--- config.mk ---
export PLATFORM = sky130hd
export DESIGN_NAME = hvac_datapoint_setpoint_map
export DESIGN_NICKNAME = d
export VERILOG_FILES = /design/src/hw/setpoint_calc.v /design/src/hw/onehot_dec.v /design/src/hw/hvac_datapoint_setpoint_map.v
export VERILOG_INCLUDE_DIRS = /design/src /design/src/hw
export SDC_FILE = /design/constraint.sdc
export NUM_CORES = 1
export LEC_CHECK = 0
export BUFFER_PORTS_ARGS = -buffer_cell sky130_fd_sc_hd__buf_2
export CAP_MARGIN = 0
export CORE_MARGIN = 5
export CORE_UTILIZATION = 59
export CTS_BUF_LIST = sky130_fd_sc_hd__clkbuf_2 sky130_fd_sc_hd__clkbuf_4 sky130_fd_sc_hd__clkbuf_8
export DETAILED_ROUTE_END_ITERATION = 8
export PLACE_DENSITY_LB_ADDON = 0.15
export SYNTH_ARGS = -nofsm -noshare
export SYNTH_HDL_FRONTEND = slang
export SYNTH_SLANG_ARGS = --single-unit
export TNS_END_PERCENT = 10
--- constraint.sdc ---
create_clock -name sys_clk_i -period 4.6 [get_ports sys_clk_i]
set_input_delay 0.69 -clock sys_clk_i [delete_from_list [all_inputs] [get_ports sys_clk_i]]
set_output_delay 0.69 -clock sys_clk_i [all_outputs]
set_load 0.03 [all_outputs]
--- src/hw/hvac_map_defines.vh ---
// Purpose: Offsets, field positions, reset values and encodings for the setpoint map.
// Assumes: AXI4-Lite register bus, 32-bit data, one aligned word per register.
// Notes:   Temperatures are signed integer degrees in eight bits.
`ifndef HVAC_MAP_DEFINES_VH
`define HVAC_MAP_DEFINES_VH
`define NUM_UNITS        4
`define UNIT_BITS        2
`define SP_MIN           8'shf1
`define SP_MAX           8'sh3c
`define AMB_MIN          8'shdd
`define AMB_MAX          8'sh5c
`define SP_RESET         8'h16
`define UNIT_STRIDE      12'h020
`define OFS_USER_SP      12'h000
`define OFS_USER_AMB     12'h004
`define OFS_UNIT_SP      12'h008
`define OFS_UNIT_AMB     12'h00c
`define OFS_FAN          12'h010
`define OFS_FILTER       12'h014
`define OFS_FAULT        12'h018
`define OFS_LOCKS        12'h01c
`define OFS_CENTRAL      12'h400
`define OFS_CENTRAL_SP   12'h404
`define OFS_LINK         12'h408
`define OFS_UNIT_IN      12'h40c
`define LINK_NO_COMM     16'h0100
`define MODE_COOL        3'h0
`define MODE_HEAT        3'h1
`define MODE_FAN         3'h2
`define FAN_AUTO         2'h0
`define BIT_FILT_RESET   1
`define BIT_POWER        0
`define BIT_MODE         1
`define BIT_FAN          4
`define BIT_LOCK         8
`define BIT_CEN_SP_WR    16
`endif

--- src/hw/setpoint_calc.v ---
// Purpose: Virtual setpoint calculation for one indoor unit.
// Assumes: Signed integer degrees; inputs from same clock domain.
// Notes:   Purely combinational; the caller registers the result.
`timescale 1ns/1ns
`include "hvac_map_defines.vh"
module setpoint_calc (
  input  wire [7:0] user_sp_i,
  input  wire [7:0] user_amb_i,
  input  wire [7:0] unit_amb_i,
  input  wire       sp_written_i,
  input  wire       amb_written_i,
  output wire       apply_o,
  output wire [7:0] target_o
);
  localparam [7:0] SP_LO = `SP_MIN;
  localparam [7:0] SP_HI = `SP_MAX;
  wire signed [9:0] diff;
  wire signed [9:0] virt;
  wire signed [9:0] lo_ext;
  wire signed [9:0] hi_ext;
  // Range ends are widened by sign so that the clamp compares like with like.
  assign lo_ext = {{2{SP_LO[7]}}, SP_LO};
  assign hi_ext = {{2{SP_HI[7]}}, SP_HI};
  // Setpoint minus the gap between user ambient and probe, in ten bits to avoid overflow.
  assign diff = $signed({{2{user_amb_i[7]}}, user_amb_i}) - $signed({{2{unit_amb_i[7]}}, unit_amb_i});
  assign virt = $signed({{2{user_sp_i[7]}}, user_sp_i}) - diff;
  // Without a user ambient the setpoint passes unchanged.
  assign target_o = !amb_written_i ? user_sp_i :
                    (virt < lo_ext) ? `SP_MIN :
                    (virt > hi_ext) ? `SP_MAX : virt[7:0];
  assign apply_o  = sp_written_i;
endmodule

--- src/hw/onehot_dec.v ---
// Purpose: Binary to one-hot decoder for fan and mode status objects.
// Assumes: Index below width.
// Notes:   Exactly one output bit is high for a valid index.
`timescale 1ns/1ns
module onehot_dec #(
  parameter W = 4
) (
  input  wire [2:0]   idx_i,
  output wire [W-1:0] onehot_o
);
  genvar g;
  // One compare per position keeps all bits updated together on any change.
  generate
    for (g = 0; g < W; g = g + 1) begin : bit_g
      localparam [2:0] POS = g;
      assign onehot_o[g] = (idx_i == POS);
    end
  endgenerate
endmodule

--- src/hw/hvac_datapoint_setpoint_map.v ---
// Purpose: Maps bus objects onto indoor unit control state behind an AXI4-Lite slave.
// Assumes: Unit side values arrive as plain ports on sys_clk_i via the pin synchronisers.
// Notes:   Temperatures are signed integer degrees; float coding is done by bus firmware.
`timescale 1ns/1ns
`include "hvac_map_defines.vh"
module hvac_datapoint_setpoint_map (
  input  wire        sys_clk_i,
  input  wire        reset_i,
  input  wire [11:0] s_axi_awaddr,
  input  wire        s_axi_awvalid,
  output wire        s_axi_awready,
  input  wire [31:0] s_axi_wdata,
  input  wire [3:0]  s_axi_wstrb,
  input  wire        s_axi_wvalid,
  output wire        s_axi_wready,
  output reg  [1:0]  s_axi_bresp,
  output reg         s_axi_bvalid,
  input  wire        s_axi_bready,
  input  wire [11:0] s_axi_araddr,
  input  wire        s_axi_arvalid,
  output wire        s_axi_arready,
  output reg  [31:0] s_axi_rdata,
  output reg  [1:0]  s_axi_rresp,
  output reg         s_axi_rvalid,
  input  wire        s_axi_rready,
  input  wire [31:0] unit_ambient_probe_i,
  input  wire [31:0] unit_fault_value_i,
  input  wire [3:0]  filter_sign_i,
  input  wire [15:0] first_link_status_i,
  input  wire [15:0] second_link_status_i,
  output reg  [31:0] virtual_setpoint_out_o,
  output reg  [3:0]  unit_power_o,
  output reg  [11:0] unit_mode_o,
  output reg  [7:0]  unit_fan_o,
  output reg  [19:0] unit_locks_o,
  output reg  [3:0]  filter_clear_o
);
  // Decode a unit index from address bits 6:5 anywhere below the central block, or all ones from 0x400 up.
  function [2:0] unit_of;
    input [11:0] a;
    begin
      unit_of = (a < `OFS_CENTRAL) ? {1'b0, a[6:5]} : 3'h7;
    end
  endfunction

  // Synchronised unit side pins, user objects and held write channel words.
  reg  [31:0] amb_s1_q, amb_s2_q, flt_s1_q, flt_s2_q;
  reg  [3:0]  fs_s1_q, fs_s2_q;
  reg  [15:0] l1_s1_q, l1_s2_q, l2_s1_q, l2_s2_q;
  reg  [7:0]  user_sp_q  [0:`NUM_UNITS-1];
  reg  [7:0]  user_amb_q [0:`NUM_UNITS-1];
  reg  [3:0]  sp_wr_q, amb_wr_q;
  reg  [11:0] aw_addr_q;
  reg  [31:0] w_data_q;
  reg  [3:0]  w_strb_q;
  reg         aw_full_q, w_full_q;
  wire        do_write;
  wire [11:0] ofs;
  wire [2:0]  wu;
  wire [7:0]  wtemp;
  wire        sp_ok, amb_ok, csp_ok;
  wire [7:0]  tgt   [0:`NUM_UNITS-1];
  wire [3:0]  apply;
  wire [3:0]  fan_oh [0:`NUM_UNITS-1];
  wire [4:0]  mode_oh [0:`NUM_UNITS-1];
  reg  [31:0] rd_d;
  reg  [2:0]  ru;
  reg  [11:0] rofs;
  integer     i;
  integer     u;

  // Two flops on every pin from the unit side before any logic looks at it.
  // The values are slow levels, so a word caught mid-change settles a cycle later.
  always @(posedge sys_clk_i) begin
    amb_s1_q <= unit_ambient_probe_i;
    amb_s2_q <= amb_s1_q;
    flt_s1_q <= unit_fault_value_i;
    flt_s2_q <= flt_s1_q;
    fs_s1_q  <= filter_sign_i;
    fs_s2_q  <= fs_s1_q;
    l1_s1_q  <= first_link_status_i;
    l1_s2_q  <= l1_s1_q;
    l2_s1_q  <= second_link_status_i;
    l2_s2_q  <= l2_s1_q;
  end

  // Write channel capture; address and data may arrive in either order.
  assign s_axi_awready = !aw_full_q && !s_axi_bvalid;
  assign s_axi_wready  = !w_full_q && !s_axi_bvalid;
  assign do_write      = aw_full_q && w_full_q;
  always @(posedge sys_clk_i) begin
    if (reset_i) begin
      aw_full_q    <= 1'b0;
      w_full_q     <= 1'b0;
      aw_addr_q    <= 12'h000;
      w_data_q     <= 32'h0;
      w_strb_q     <= 4'h0;
      s_axi_bvalid <= 1'b0;
      s_axi_bresp  <= 2'h0;
    end else begin
      if (s_axi_awvalid && s_axi_awready) begin
        aw_full_q <= 1'b1;
        aw_addr_q <= s_axi_awaddr;
      end
      if (s_axi_wvalid && s_axi_wready) begin
        w_full_q <= 1'b1;
        w_data_q <= s_axi_wdata;
        w_strb_q <= s_axi_wstrb; // The master may drop its strobe once W is taken.
      end
      if (do_write) begin
        aw_full_q    <= 1'b0;
        w_full_q     <= 1'b0;
        s_axi_bvalid <= 1'b1;
        s_axi_bresp  <= (wu == 3'h7 && aw_addr_q != `OFS_CENTRAL && aw_addr_q != `OFS_CENTRAL_SP)
                        ? 2'h2 : 2'h0;
      end else if (s_axi_bready) begin
        s_axi_bvalid <= 1'b0;
      end
    end
  end

  // Fields of the held write; they stand still for as long as do_write is high.
  assign wu     = unit_of(aw_addr_q);
  assign ofs    = aw_addr_q & (`UNIT_STRIDE - 12'h001);
  assign wtemp  = w_data_q[7:0];
  // Out-of-range temperatures are dropped so the held value stays legal.
  assign sp_ok  = ($signed(wtemp) >= `SP_MIN) && ($signed(wtemp) <= `SP_MAX);
  assign amb_ok = ($signed(wtemp) >= `AMB_MIN) && ($signed(wtemp) <= `AMB_MAX);
  assign csp_ok = sp_ok && w_data_q[15:8] == {8{wtemp[7]}};

  // Register file writes: per unit objects and central objects.
  always @(posedge sys_clk_i) begin
    if (reset_i) begin
      sp_wr_q        <= 4'h0;
      amb_wr_q       <= 4'h0;
      unit_power_o   <= 4'h0;
      unit_mode_o    <= 12'h0;
      unit_fan_o     <= 8'h0;
      unit_locks_o   <= 20'h0;
      filter_clear_o <= 4'h0;
      for (i = 0; i < `NUM_UNITS; i = i + 1) begin
        user_sp_q[i]  <= `SP_RESET;
        user_amb_q[i] <= 8'h00;
      end
    end else begin
      filter_clear_o <= 4'h0;
      if (do_write && wu != 3'h7 && w_strb_q[0]) begin
        case (ofs)
          `OFS_USER_SP: if (sp_ok) begin
            user_sp_q[wu[1:0]] <= wtemp;
            sp_wr_q[wu[1:0]]   <= 1'b1;
          end
          `OFS_USER_AMB: if (amb_ok) begin
            user_amb_q[wu[1:0]] <= wtemp;
            amb_wr_q[wu[1:0]]   <= 1'b1;
          end
          `OFS_FAN: begin
            unit_fan_o[wu[1:0]*2 +: 2]  <= w_data_q[1:0];
            unit_mode_o[wu[1:0]*3 +: 3] <= (w_data_q[10:8] > 3'h4) ? 3'h4 : w_data_q[10:8];
            unit_power_o[wu[1:0]]       <= w_data_q[16];
          end
          `OFS_FILTER: filter_clear_o[wu[1:0]] <= w_data_q[`BIT_FILT_RESET];
          `OFS_LOCKS:  unit_locks_o[wu[1:0]*5 +: 5] <= w_data_q[4:0];
          default: ;
        endcase
      end
      // Central objects fan out to every unit in the same edge.
      if (do_write && aw_addr_q == `OFS_CENTRAL) begin
        for (i = 0; i < `NUM_UNITS; i = i + 1) begin
          unit_power_o[i]        <= w_data_q[`BIT_POWER];
          unit_mode_o[i*3 +: 3]  <= {2'b00, w_data_q[`BIT_MODE]};
          unit_fan_o[i*2 +: 2]   <= w_data_q[`BIT_FAN +: 2];
          unit_locks_o[i*5 +: 5] <= w_data_q[`BIT_LOCK +: 5];
        end
      end
      if (do_write && aw_addr_q == `OFS_CENTRAL_SP && csp_ok) begin
        for (i = 0; i < `NUM_UNITS; i = i + 1) begin
          user_sp_q[i] <= wtemp;
          sp_wr_q[i]   <= 1'b1;
        end
      end
    end
  end

  // Per unit calculation and one-hot status decoders.
  genvar g;
  generate
    for (g = 0; g < `NUM_UNITS; g = g + 1) begin : unit_g
      setpoint_calc u_calc (
        .user_sp_i     (user_sp_q[g]),
        .user_amb_i    (user_amb_q[g]),
        .unit_amb_i    (amb_s2_q[g*8 +: 8]),
        .sp_written_i  (sp_wr_q[g]),
        .amb_written_i (amb_wr_q[g]),
        .apply_o       (apply[g]),
        .target_o      (tgt[g])
      );
      onehot_dec #(.W(4)) u_fan (
        .idx_i    ({1'b0, unit_fan_o[g*2 +: 2]}),
        .onehot_o (fan_oh[g])
      );
      onehot_dec #(.W(5)) u_mode (
        .idx_i    (unit_mode_o[g*3 +: 3]),
        .onehot_o (mode_oh[g])
      );
    end
  endgenerate

  // User objects, the central setpoint and the unit probe steer the target; fan mode freezes it.
  // One process owns the whole word so that every byte has a single driver.
  // A target written during fan mode is taken up once the mode changes.
  always @(posedge sys_clk_i) begin
    if (reset_i) begin
      for (u = 0; u < `NUM_UNITS; u = u + 1) begin
        virtual_setpoint_out_o[u*8 +: 8] <= `SP_RESET;
      end
    end else begin
      for (u = 0; u < `NUM_UNITS; u = u + 1) begin
        if (apply[u] && unit_mode_o[u*3 +: 3] != `MODE_FAN) begin
          virtual_setpoint_out_o[u*8 +: 8] <= tgt[u];
        end
      end
    end
  end

  // Read channel: one outstanding read, answer one cycle after acceptance.
  assign s_axi_arready = !s_axi_rvalid;
  always @* begin
    ru   = unit_of(s_axi_araddr);
    rofs = s_axi_araddr & (`UNIT_STRIDE - 12'h001);
    rd_d = 32'h0;
    if (ru != 3'h7) begin
      case (rofs)
        `OFS_UNIT_SP:  rd_d = {{24{virtual_setpoint_out_o[ru[1:0]*8+7]}},
                               virtual_setpoint_out_o[ru[1:0]*8 +: 8]};
        `OFS_UNIT_AMB: rd_d = {{24{amb_s2_q[ru[1:0]*8+7]}}, amb_s2_q[ru[1:0]*8 +: 8]};
        `OFS_USER_AMB: rd_d = amb_wr_q[ru[1:0]] ? 32'h0 :
                              {{24{amb_s2_q[ru[1:0]*8+7]}}, amb_s2_q[ru[1:0]*8 +: 8]};
        `OFS_FAN:      rd_d = {15'h0, unit_power_o[ru[1:0]], 5'h0,
                               unit_mode_o[ru[1:0]*3 +: 3], 6'h0, unit_fan_o[ru[1:0]*2 +: 2]};
        `OFS_FILTER:   rd_d = {30'h0, 1'b0, fs_s2_q[ru[1:0]]};
        `OFS_FAULT:    rd_d = {16'h0, flt_s2_q[ru[1:0]*8 +: 8] == 8'h0 ? 16'h0 :
                               {8'h0, flt_s2_q[ru[1:0]*8 +: 8]}};
        `OFS_LOCKS:    rd_d = {27'h0, unit_locks_o[ru[1:0]*5 +: 5]};
        `OFS_USER_SP:  rd_d = 32'h0;
        default:       rd_d = {7'h0, mode_oh[ru[1:0]], 16'h0, fan_oh[ru[1:0]]};
      endcase
    end else if (s_axi_araddr == `OFS_LINK) begin
      rd_d = {second_link_q(l2_s2_q), first_link_q(l1_s2_q)};
    end
  end

  // Link status passes through unchanged; 256 marks a lost link.
  function [15:0] first_link_q;
    input [15:0] v;
    begin
      first_link_q = v;
    end
  endfunction
  function [15:0] second_link_q;
    input [15:0] v;
    begin
      second_link_q = v;
    end
  endfunction

  // Read answer is registered at acceptance and stands until rready is seen.
  always @(posedge sys_clk_i) begin
    if (reset_i) begin
      s_axi_rvalid <= 1'b0;
      s_axi_rdata  <= 32'h0;
      s_axi_rresp  <= 2'h0;
    end else if (s_axi_arvalid && s_axi_arready) begin
      s_axi_rvalid <= 1'b1;
      s_axi_rdata  <= rd_d;
      s_axi_rresp  <= (ru == 3'h7 && s_axi_araddr != `OFS_LINK) ? 2'h2 : 2'h0;
    end else if (s_axi_rready) begin
      s_axi_rvalid <= 1'b0;
    end
  end
endmodule

* After elaboration in Yosys (flattened, before gate mapping)
Memories as Yosys holds them, arrays and structs flattened.
Cells that the tools add are included.
W data, S select, Z words.
** Operators by class
- Add/sub/neg operators :: 12
- $mul :: 4
- Order comparisons :: 20
- Equal/unequal tests :: 54
- Shift-type cells :: 12
- Mux-type cells :: 89
- Bitwise operators :: 10
- Reductions and logical operators :: 55
** Operators by type and width (count)
- $pmux W32 S8 :: 1
- $mux W8 :: 22
- $mux W32 :: 3
- $shiftx A32 B6 Y8 :: 3
- $mux W20 :: 3
- $gt A10 B7 Y1 const B :: 4
- $lt A10 B5 Y1 const B :: 4
- $sub A8 B9 Y10 :: 4
- $eq A12 B11 Y1 const B :: 3
- $mux W4 :: 9
- $ne A12 B11 Y1 const B :: 3
- $sub A8 B8 Y9 :: 4
- $eq A5 B5 Y1 const B :: 7
- $neg A3 Y34 :: 1
- $neg A4 Y34 :: 1
- $neg A5 Y34 :: 1
- $shift A2 B34 Y8 const A :: 1
- $shift A3 B34 Y12 const A :: 1
- $shift A5 B34 Y20 const A :: 1
- $shiftx A2 B34 Y8 :: 1
- $shiftx A3 B34 Y12 :: 1
- $shiftx A5 B34 Y20 :: 1
- $mux W10 :: 3
- $mux W1 :: 27
- other kinds (54) :: 147
** Storage, ports and cells
- Register bits after elaboration :: 358
- Memory bits (writable) :: 64
- Output and inout bits :: 121
- Logic and storage cells :: 290
- Memories :: 2
** Memories
- user_amb_q :: depth 4, bits a word 8, read ports 4, clocked after Yosys merged registers in 0, write ports 4, line hvac_datapoint_setpoint_map.v:51 : reg [7:0] user_amb_q [0:`NUM_UNITS-1];
- user_sp_q :: depth 4, bits a word 8, read ports 4, clocked after Yosys merged registers in 0, write ports 4, line hvac_datapoint_setpoint_map.v:50 : reg [7:0] user_sp_q [0:`NUM_UNITS-1];

* Longest topological paths before layout
- Depth after elaboration :: 11
- Mapped depth :: 13
- Gate-level depth less buffers :: 13

* Hierarchy
A second synthesis with hierarchy kept.
** Unflattened totals
- Cell total of the unflattened synthesis :: 1900
- Area, all modules :: 18707.9 µm²
** By module, submodules not included
- hvac_datapoint_setpoint_map :: instances 1, cells each 1322, area an instance 14510.2 µm²
- setpoint_calc at unit_g[0].u_calc ... :: instances 3, cells each 134, area an instance 970.9 µm²
- setpoint_calc at unit_g[3].u_calc :: instances 1, cells each 140, area an instance 1014.7 µm²
- onehot_dec at unit_g[0].u_mode ... :: instances 4, cells each 5, area an instance 37.5 µm²
- onehot_dec at unit_g[0].u_fan ... :: instances 4, cells each 4, area an instance 30.0 µm²

* Worst setup path before layout
No wires, ideal clock.
- Kind :: register to register
- Start :: mem user_sp_q[3][1]
- End :: reg virtual_setpoint_out_o[24]
- Setup time :: 0.116 ns
- Arrival time :: 3.127 ns
- Data required time :: 4.484 ns
- Path slack :: 1.357 ns
- Cell stages (with the launch flop) :: 11
- Path buffers :: 0
- Period minus slack after synthesis :: 3.243 ns
- Path through :: edfxtp_1 fa_1 inv_1 fa_1 and2b_1 o22ai_1 or3_1 and3_1 o311ai_0 a221oi_1 a31o_2
** RTL lines
- from (decl) :: line hvac_datapoint_setpoint_map.v:50
- to (signal, indexed assignment) :: line hvac_datapoint_setpoint_map.v:215 : virtual_setpoint_out_o[u*8 +: 8] <= `SP_RESET;
- to (signal, indexed assignment) :: line hvac_datapoint_setpoint_map.v:220 : virtual_setpoint_out_o[u*8 +: 8] <= tgt[u];
- to (decl) :: line hvac_datapoint_setpoint_map.v:31 : output reg [31:0] virtual_setpoint_out_o,

==> summary.md <==
| Metric | Value |
|---|---|
| Status | `finished clean` |
| Setup tns final | `0 ns` |
| Avg Vias per Cell | `5.97` |
| Post-route setup slack | `0.994 ns` |
| Post-CTS Hold Buffers | `0` |
| Initial antenna violation count | `1` |
| Synthesized cell area | `0.0181 mm2` |
| Startpoint types | `flip-flop` |
| Full die area | `0.0342 mm2` |
| CTS tree | `yes` |
| Hold slack | `0.176 ns` |
| Final Cycle Share | `78.4%` |
| Layout cell share with drive strength beyond 1 | `20.5%` |
| Number of global-route vias before repair | `14600` |
| Mean Syn Cell Area | `9.59 um2` |
| Critical Path Source | `user_sp_q[3][1]` |
| Setup crit end kind | `flip-flop` |
| Row count | `64` |
| Antenna Nets Post-Route | `0` |
| First-pass GRT wire length | `82500 um` |
| CP Buf/Inv Count | `1` |
| Core Region | `0.0304 mm2` |
| Initial Util | `59.4%` |
| Die W | `185 um` |
| Commonest non-fill, non-tap cell in the layout | `dfxtp_1` |
| Leakage power | `8.98 nW` |
| Crit path DAT | `4.09 ns` |
| CTS Root Cell | `clkbuf_8` |
| Grt total ovfl | `0` |
| Worst r2r path cells | `10` |
| CP max stage cell | `fa_1` |
| NetSw | `0.00226 W` |
| Fmax | `0.277 GHz` |
| DRC violations left | `0` |
| Max rail drop VDD | `0.323 mV` |
| Clk_skew | `0.0318 ns` |
| WP data required | `5.09 ns` |
| Max Slew Vio Count | `0` |
| Sequential area share after synthesis | `50.1%` |
| RSZ-0062 raised after global routing | `false` |
| Cell area power density | `399 mW/mm2` |
| Detailed Routing Iterations Pass 1 | `7` |
| Syn. warnings | `0` |
| Layout filler cell count | `2419` |
| H-tree levels | `3` |
| Area growth syn-to-layout | `16.7%` |
| CP Cell Sequence | `fa_1 -> inv_1 -> fa_1 -> and2b_1 -> o22ai_1 -> or3_1 -> and3_1 -> o311ai_0 -> a221oi_1 -> a31o_2` |
| Synth unique cells | `85` |
| Pin count of the biggest net entering global routing | `62` |
| Number of synthesized flops with an enable pin | `64` |
| Crit path to | `virtual_setpoint_out_o[24]` |
| Part of the power in the clock network | `39.7%` |
| CTS buffer count | `67` |
| Origin of the critical flop-to-flop path | `user_sp_q[3][1]` |
| Ranking of synthesized cells by area | `dfxtp_1, edfxtp_1, nand2_1` |
| Top cell family by delay on the critical path | `compound AO/OA/AOI/OAI gates` |
| Clock tree sinks | `420` |
| Kind of critical path | `flip-flop to flip-flop` |
| Pre-CTS WS | `1.06 ns` |
| Levels on crit path | `10` |
| Setup Buffers After CTS | `0` |
| Vias post-DR | `15400` |
| Max-Cap Viols | `0` |
| R2r endpoint | `virtual_setpoint_out_o[24]` |
| Reg power frac | `47.2%` |
| Internal | `0.00615 W` |
| Switch share | `26.8%` |
| Reg area | `0.00905 mm2` |
| Gr usage total | `31.2%` |
| Asr flop ratio synth | `0%` |
| Detailed Place HPWL | `40100 um` |
| Top FF cell, synth | `dfxtp_1` |
| Relative slew slack | `25.3%` |
| Logic pwr share | `13.1%` |
| Critical path's largest stage delay | `0.54 ns` |
| Final hold violations | `0` |
| Worst-path clk slew | `0.06 ns` |
| Post-synth top area cell | `dfxtp_1` |
| Wirelength, routed | `54900 um` |
| Latest clock arrival within the worst-skew pair | `0.61 ns` |
| Synth Register Bits | `420` |
| I/O pin count | `288` |
| Final min period | `3.61 ns` |
| Die Height | `185 um` |
| Syn Inst Count | `1883` |
| Worst Hold Class | `primary input to flip-flop` |
| Post-layout nets | `2382` |
| Multi-input logic area | `0.00811 mm2` |
| Initial DRC count | `1635` |
| Most frequent cells in the layout | `dfxtp_1, buf_2, nand2_1, a21oi_1, inv_1` |
| Post-cts gate resize count | `0` |
| Clk buf depth | `3` |
| Synth top area share | `39.4%` |
| Setup violations, final | `0` |
| Maximum fanout along the worst path | `4` |
| Flop2flop setup slack | `0.99 ns` |
| Final Wtd Congestion | `0.979` |
| Slew at the pin with the worst max-slew slack | `1.12 ns` |
| Cell repeated most along the worst path | `fa_1` |
| IO Port Bufs | `267` |
| Routed len/inst | `21.3 um` |
## through the flow
| stage | util (%) | cell area [um2] | power, W | std cells |
|---|---|---|---|---|
| floorplan | - | 18100 | 0.00478 | 1884 |
| finish | 69.3 | 21100 | 0.00841 | 2585 |
| global placement | 64.6 | 19600 | 0.00510 | 2466 |
| global route | 69.3 | 21100 | 0.00875 | 2585 |
| CTS | 69.3 | 21100 | 0.00843 | 2584 |
| detailed placement | 64.6 | 19600 | 0.00512 | 2466 |
## sequential cells by signal, indices dropped and copies added (netlist names), 17 cells and up
name                    cells
s_axi_rdata                32
flt_s1_q                   32
user_amb_q                 32
unit_locks_o               20
flt_s2_q                   32
virtual_setpoint_out_o     32
amb_s2_q                   32
amb_s1_q                   32
w_data_q                   17
user_sp_q                  32
## logic make-up (layout without fill, tap and decap cells)
| group | Yosys count | count (layout) | synth area share (%) |
|---|---|---|---|
| fa+ha+maj | 76 | 76 | 6.59 |
| buf+inv | 239 | 543 | 5.17 |
| simple gates | 641 | 641 | 18.3 |
| compound gates | 454 | 454 | 16.4 |
| mux | 31 | 31 | 2.44 |
| xor+xnor | 21 | 21 | 1.02 |
| other cells | 1 | 3 | 0.0208 |
| flops | 420 | 420 | 50.1 |
## power by group through the flow
stage / Clock, W / Sequential, W / Combinational [W]
floorplan: 0 / 0.00405 / 0.000732
global placement: 0 / 0.00404 / 0.00106
detailed placement: 0 / 0.00404 / 0.00108
CTS: 0.00338 / 0.00397 / 0.00108
global route: 0.00357 / 0.00398 / 0.00120
finish: 0.00334 / 0.00397 / 0.00110
## layout make-up
cell class	instances	area share, %
clock buffers	105	6.20
diodes	1	0.0119
multi-input cells	1225	38.5
flip-flops and latches	420	42.9
well taps	396	2.35
clock inverters	13	0.611
repair buffers	283	6.92
inverters	142	2.53
## cell usage after synthesis (all sizes together), types with 7 or more instances
library cell	number
a21o	9
nor2b	23
a221oi	11
nor3	64
ha	44
a211oi	27
xnor2	15
nand2	211
dfxtp	356
nor4	12
or2	12
and3	18
fa	32
nor4b	14
a31oi	34
nand3	39
edfxtp	64
o21ai	83
o21a	13
a21oi	148
buf	29
clkbuf	68
o211ai	21
nand4	18
a22oi	7
a32oi	11
o211a	7
and2	67
mux4	10
nand2b	23
a311oi	16
nor2	90
mux2i	18
nor3b	9
or3	12
a2111oi	9
inv	142
## per-layer routing
metal	global-route usage [%]	vias to the layer above	part of all wire (%)
li1	-	7195	-
met1	42.0	7269	40
met2	47.8	821	45
met3	8.07	157	10
met4	13.4	2	4.4
met5	1.14	-	0.096
## worst min-delay path by stage
stage | start | to | slack, ns | cells past startpoint
3_3_place_gp | l2_s1_q[3] | l2_s2_q[3] | 0.31 | 0
2_1_floorplan | amb_s1_q[0] | amb_s2_q[0] | 0.31 | 0
3_5_place_dp | amb_s1_q[1] | amb_s2_q[1] | 0.31 | 0
5_1_grt | second_link_status_i[6] | l2_s1_q[6] | 0.15 | 1
4_1_cts | unit_ambient_probe_i[4] | amb_s1_q[4] | 0.15 | 1
6_report | second_link_status_i[6] | l2_s1_q[6] | 0.18 | 1
## worst register-to-register path, delay by kind of cell (launching register included)
kind	cells	cell delay, ns
AO/OA/AOI/OAI	4	1.10
adder cells (fa/ha/maj)	2	1.00
AND/OR/NAND/NOR	3	0.91
flip-flops	1	0.43
buffers and inverters	1	0.07
(Power assumes the default switching activity.)
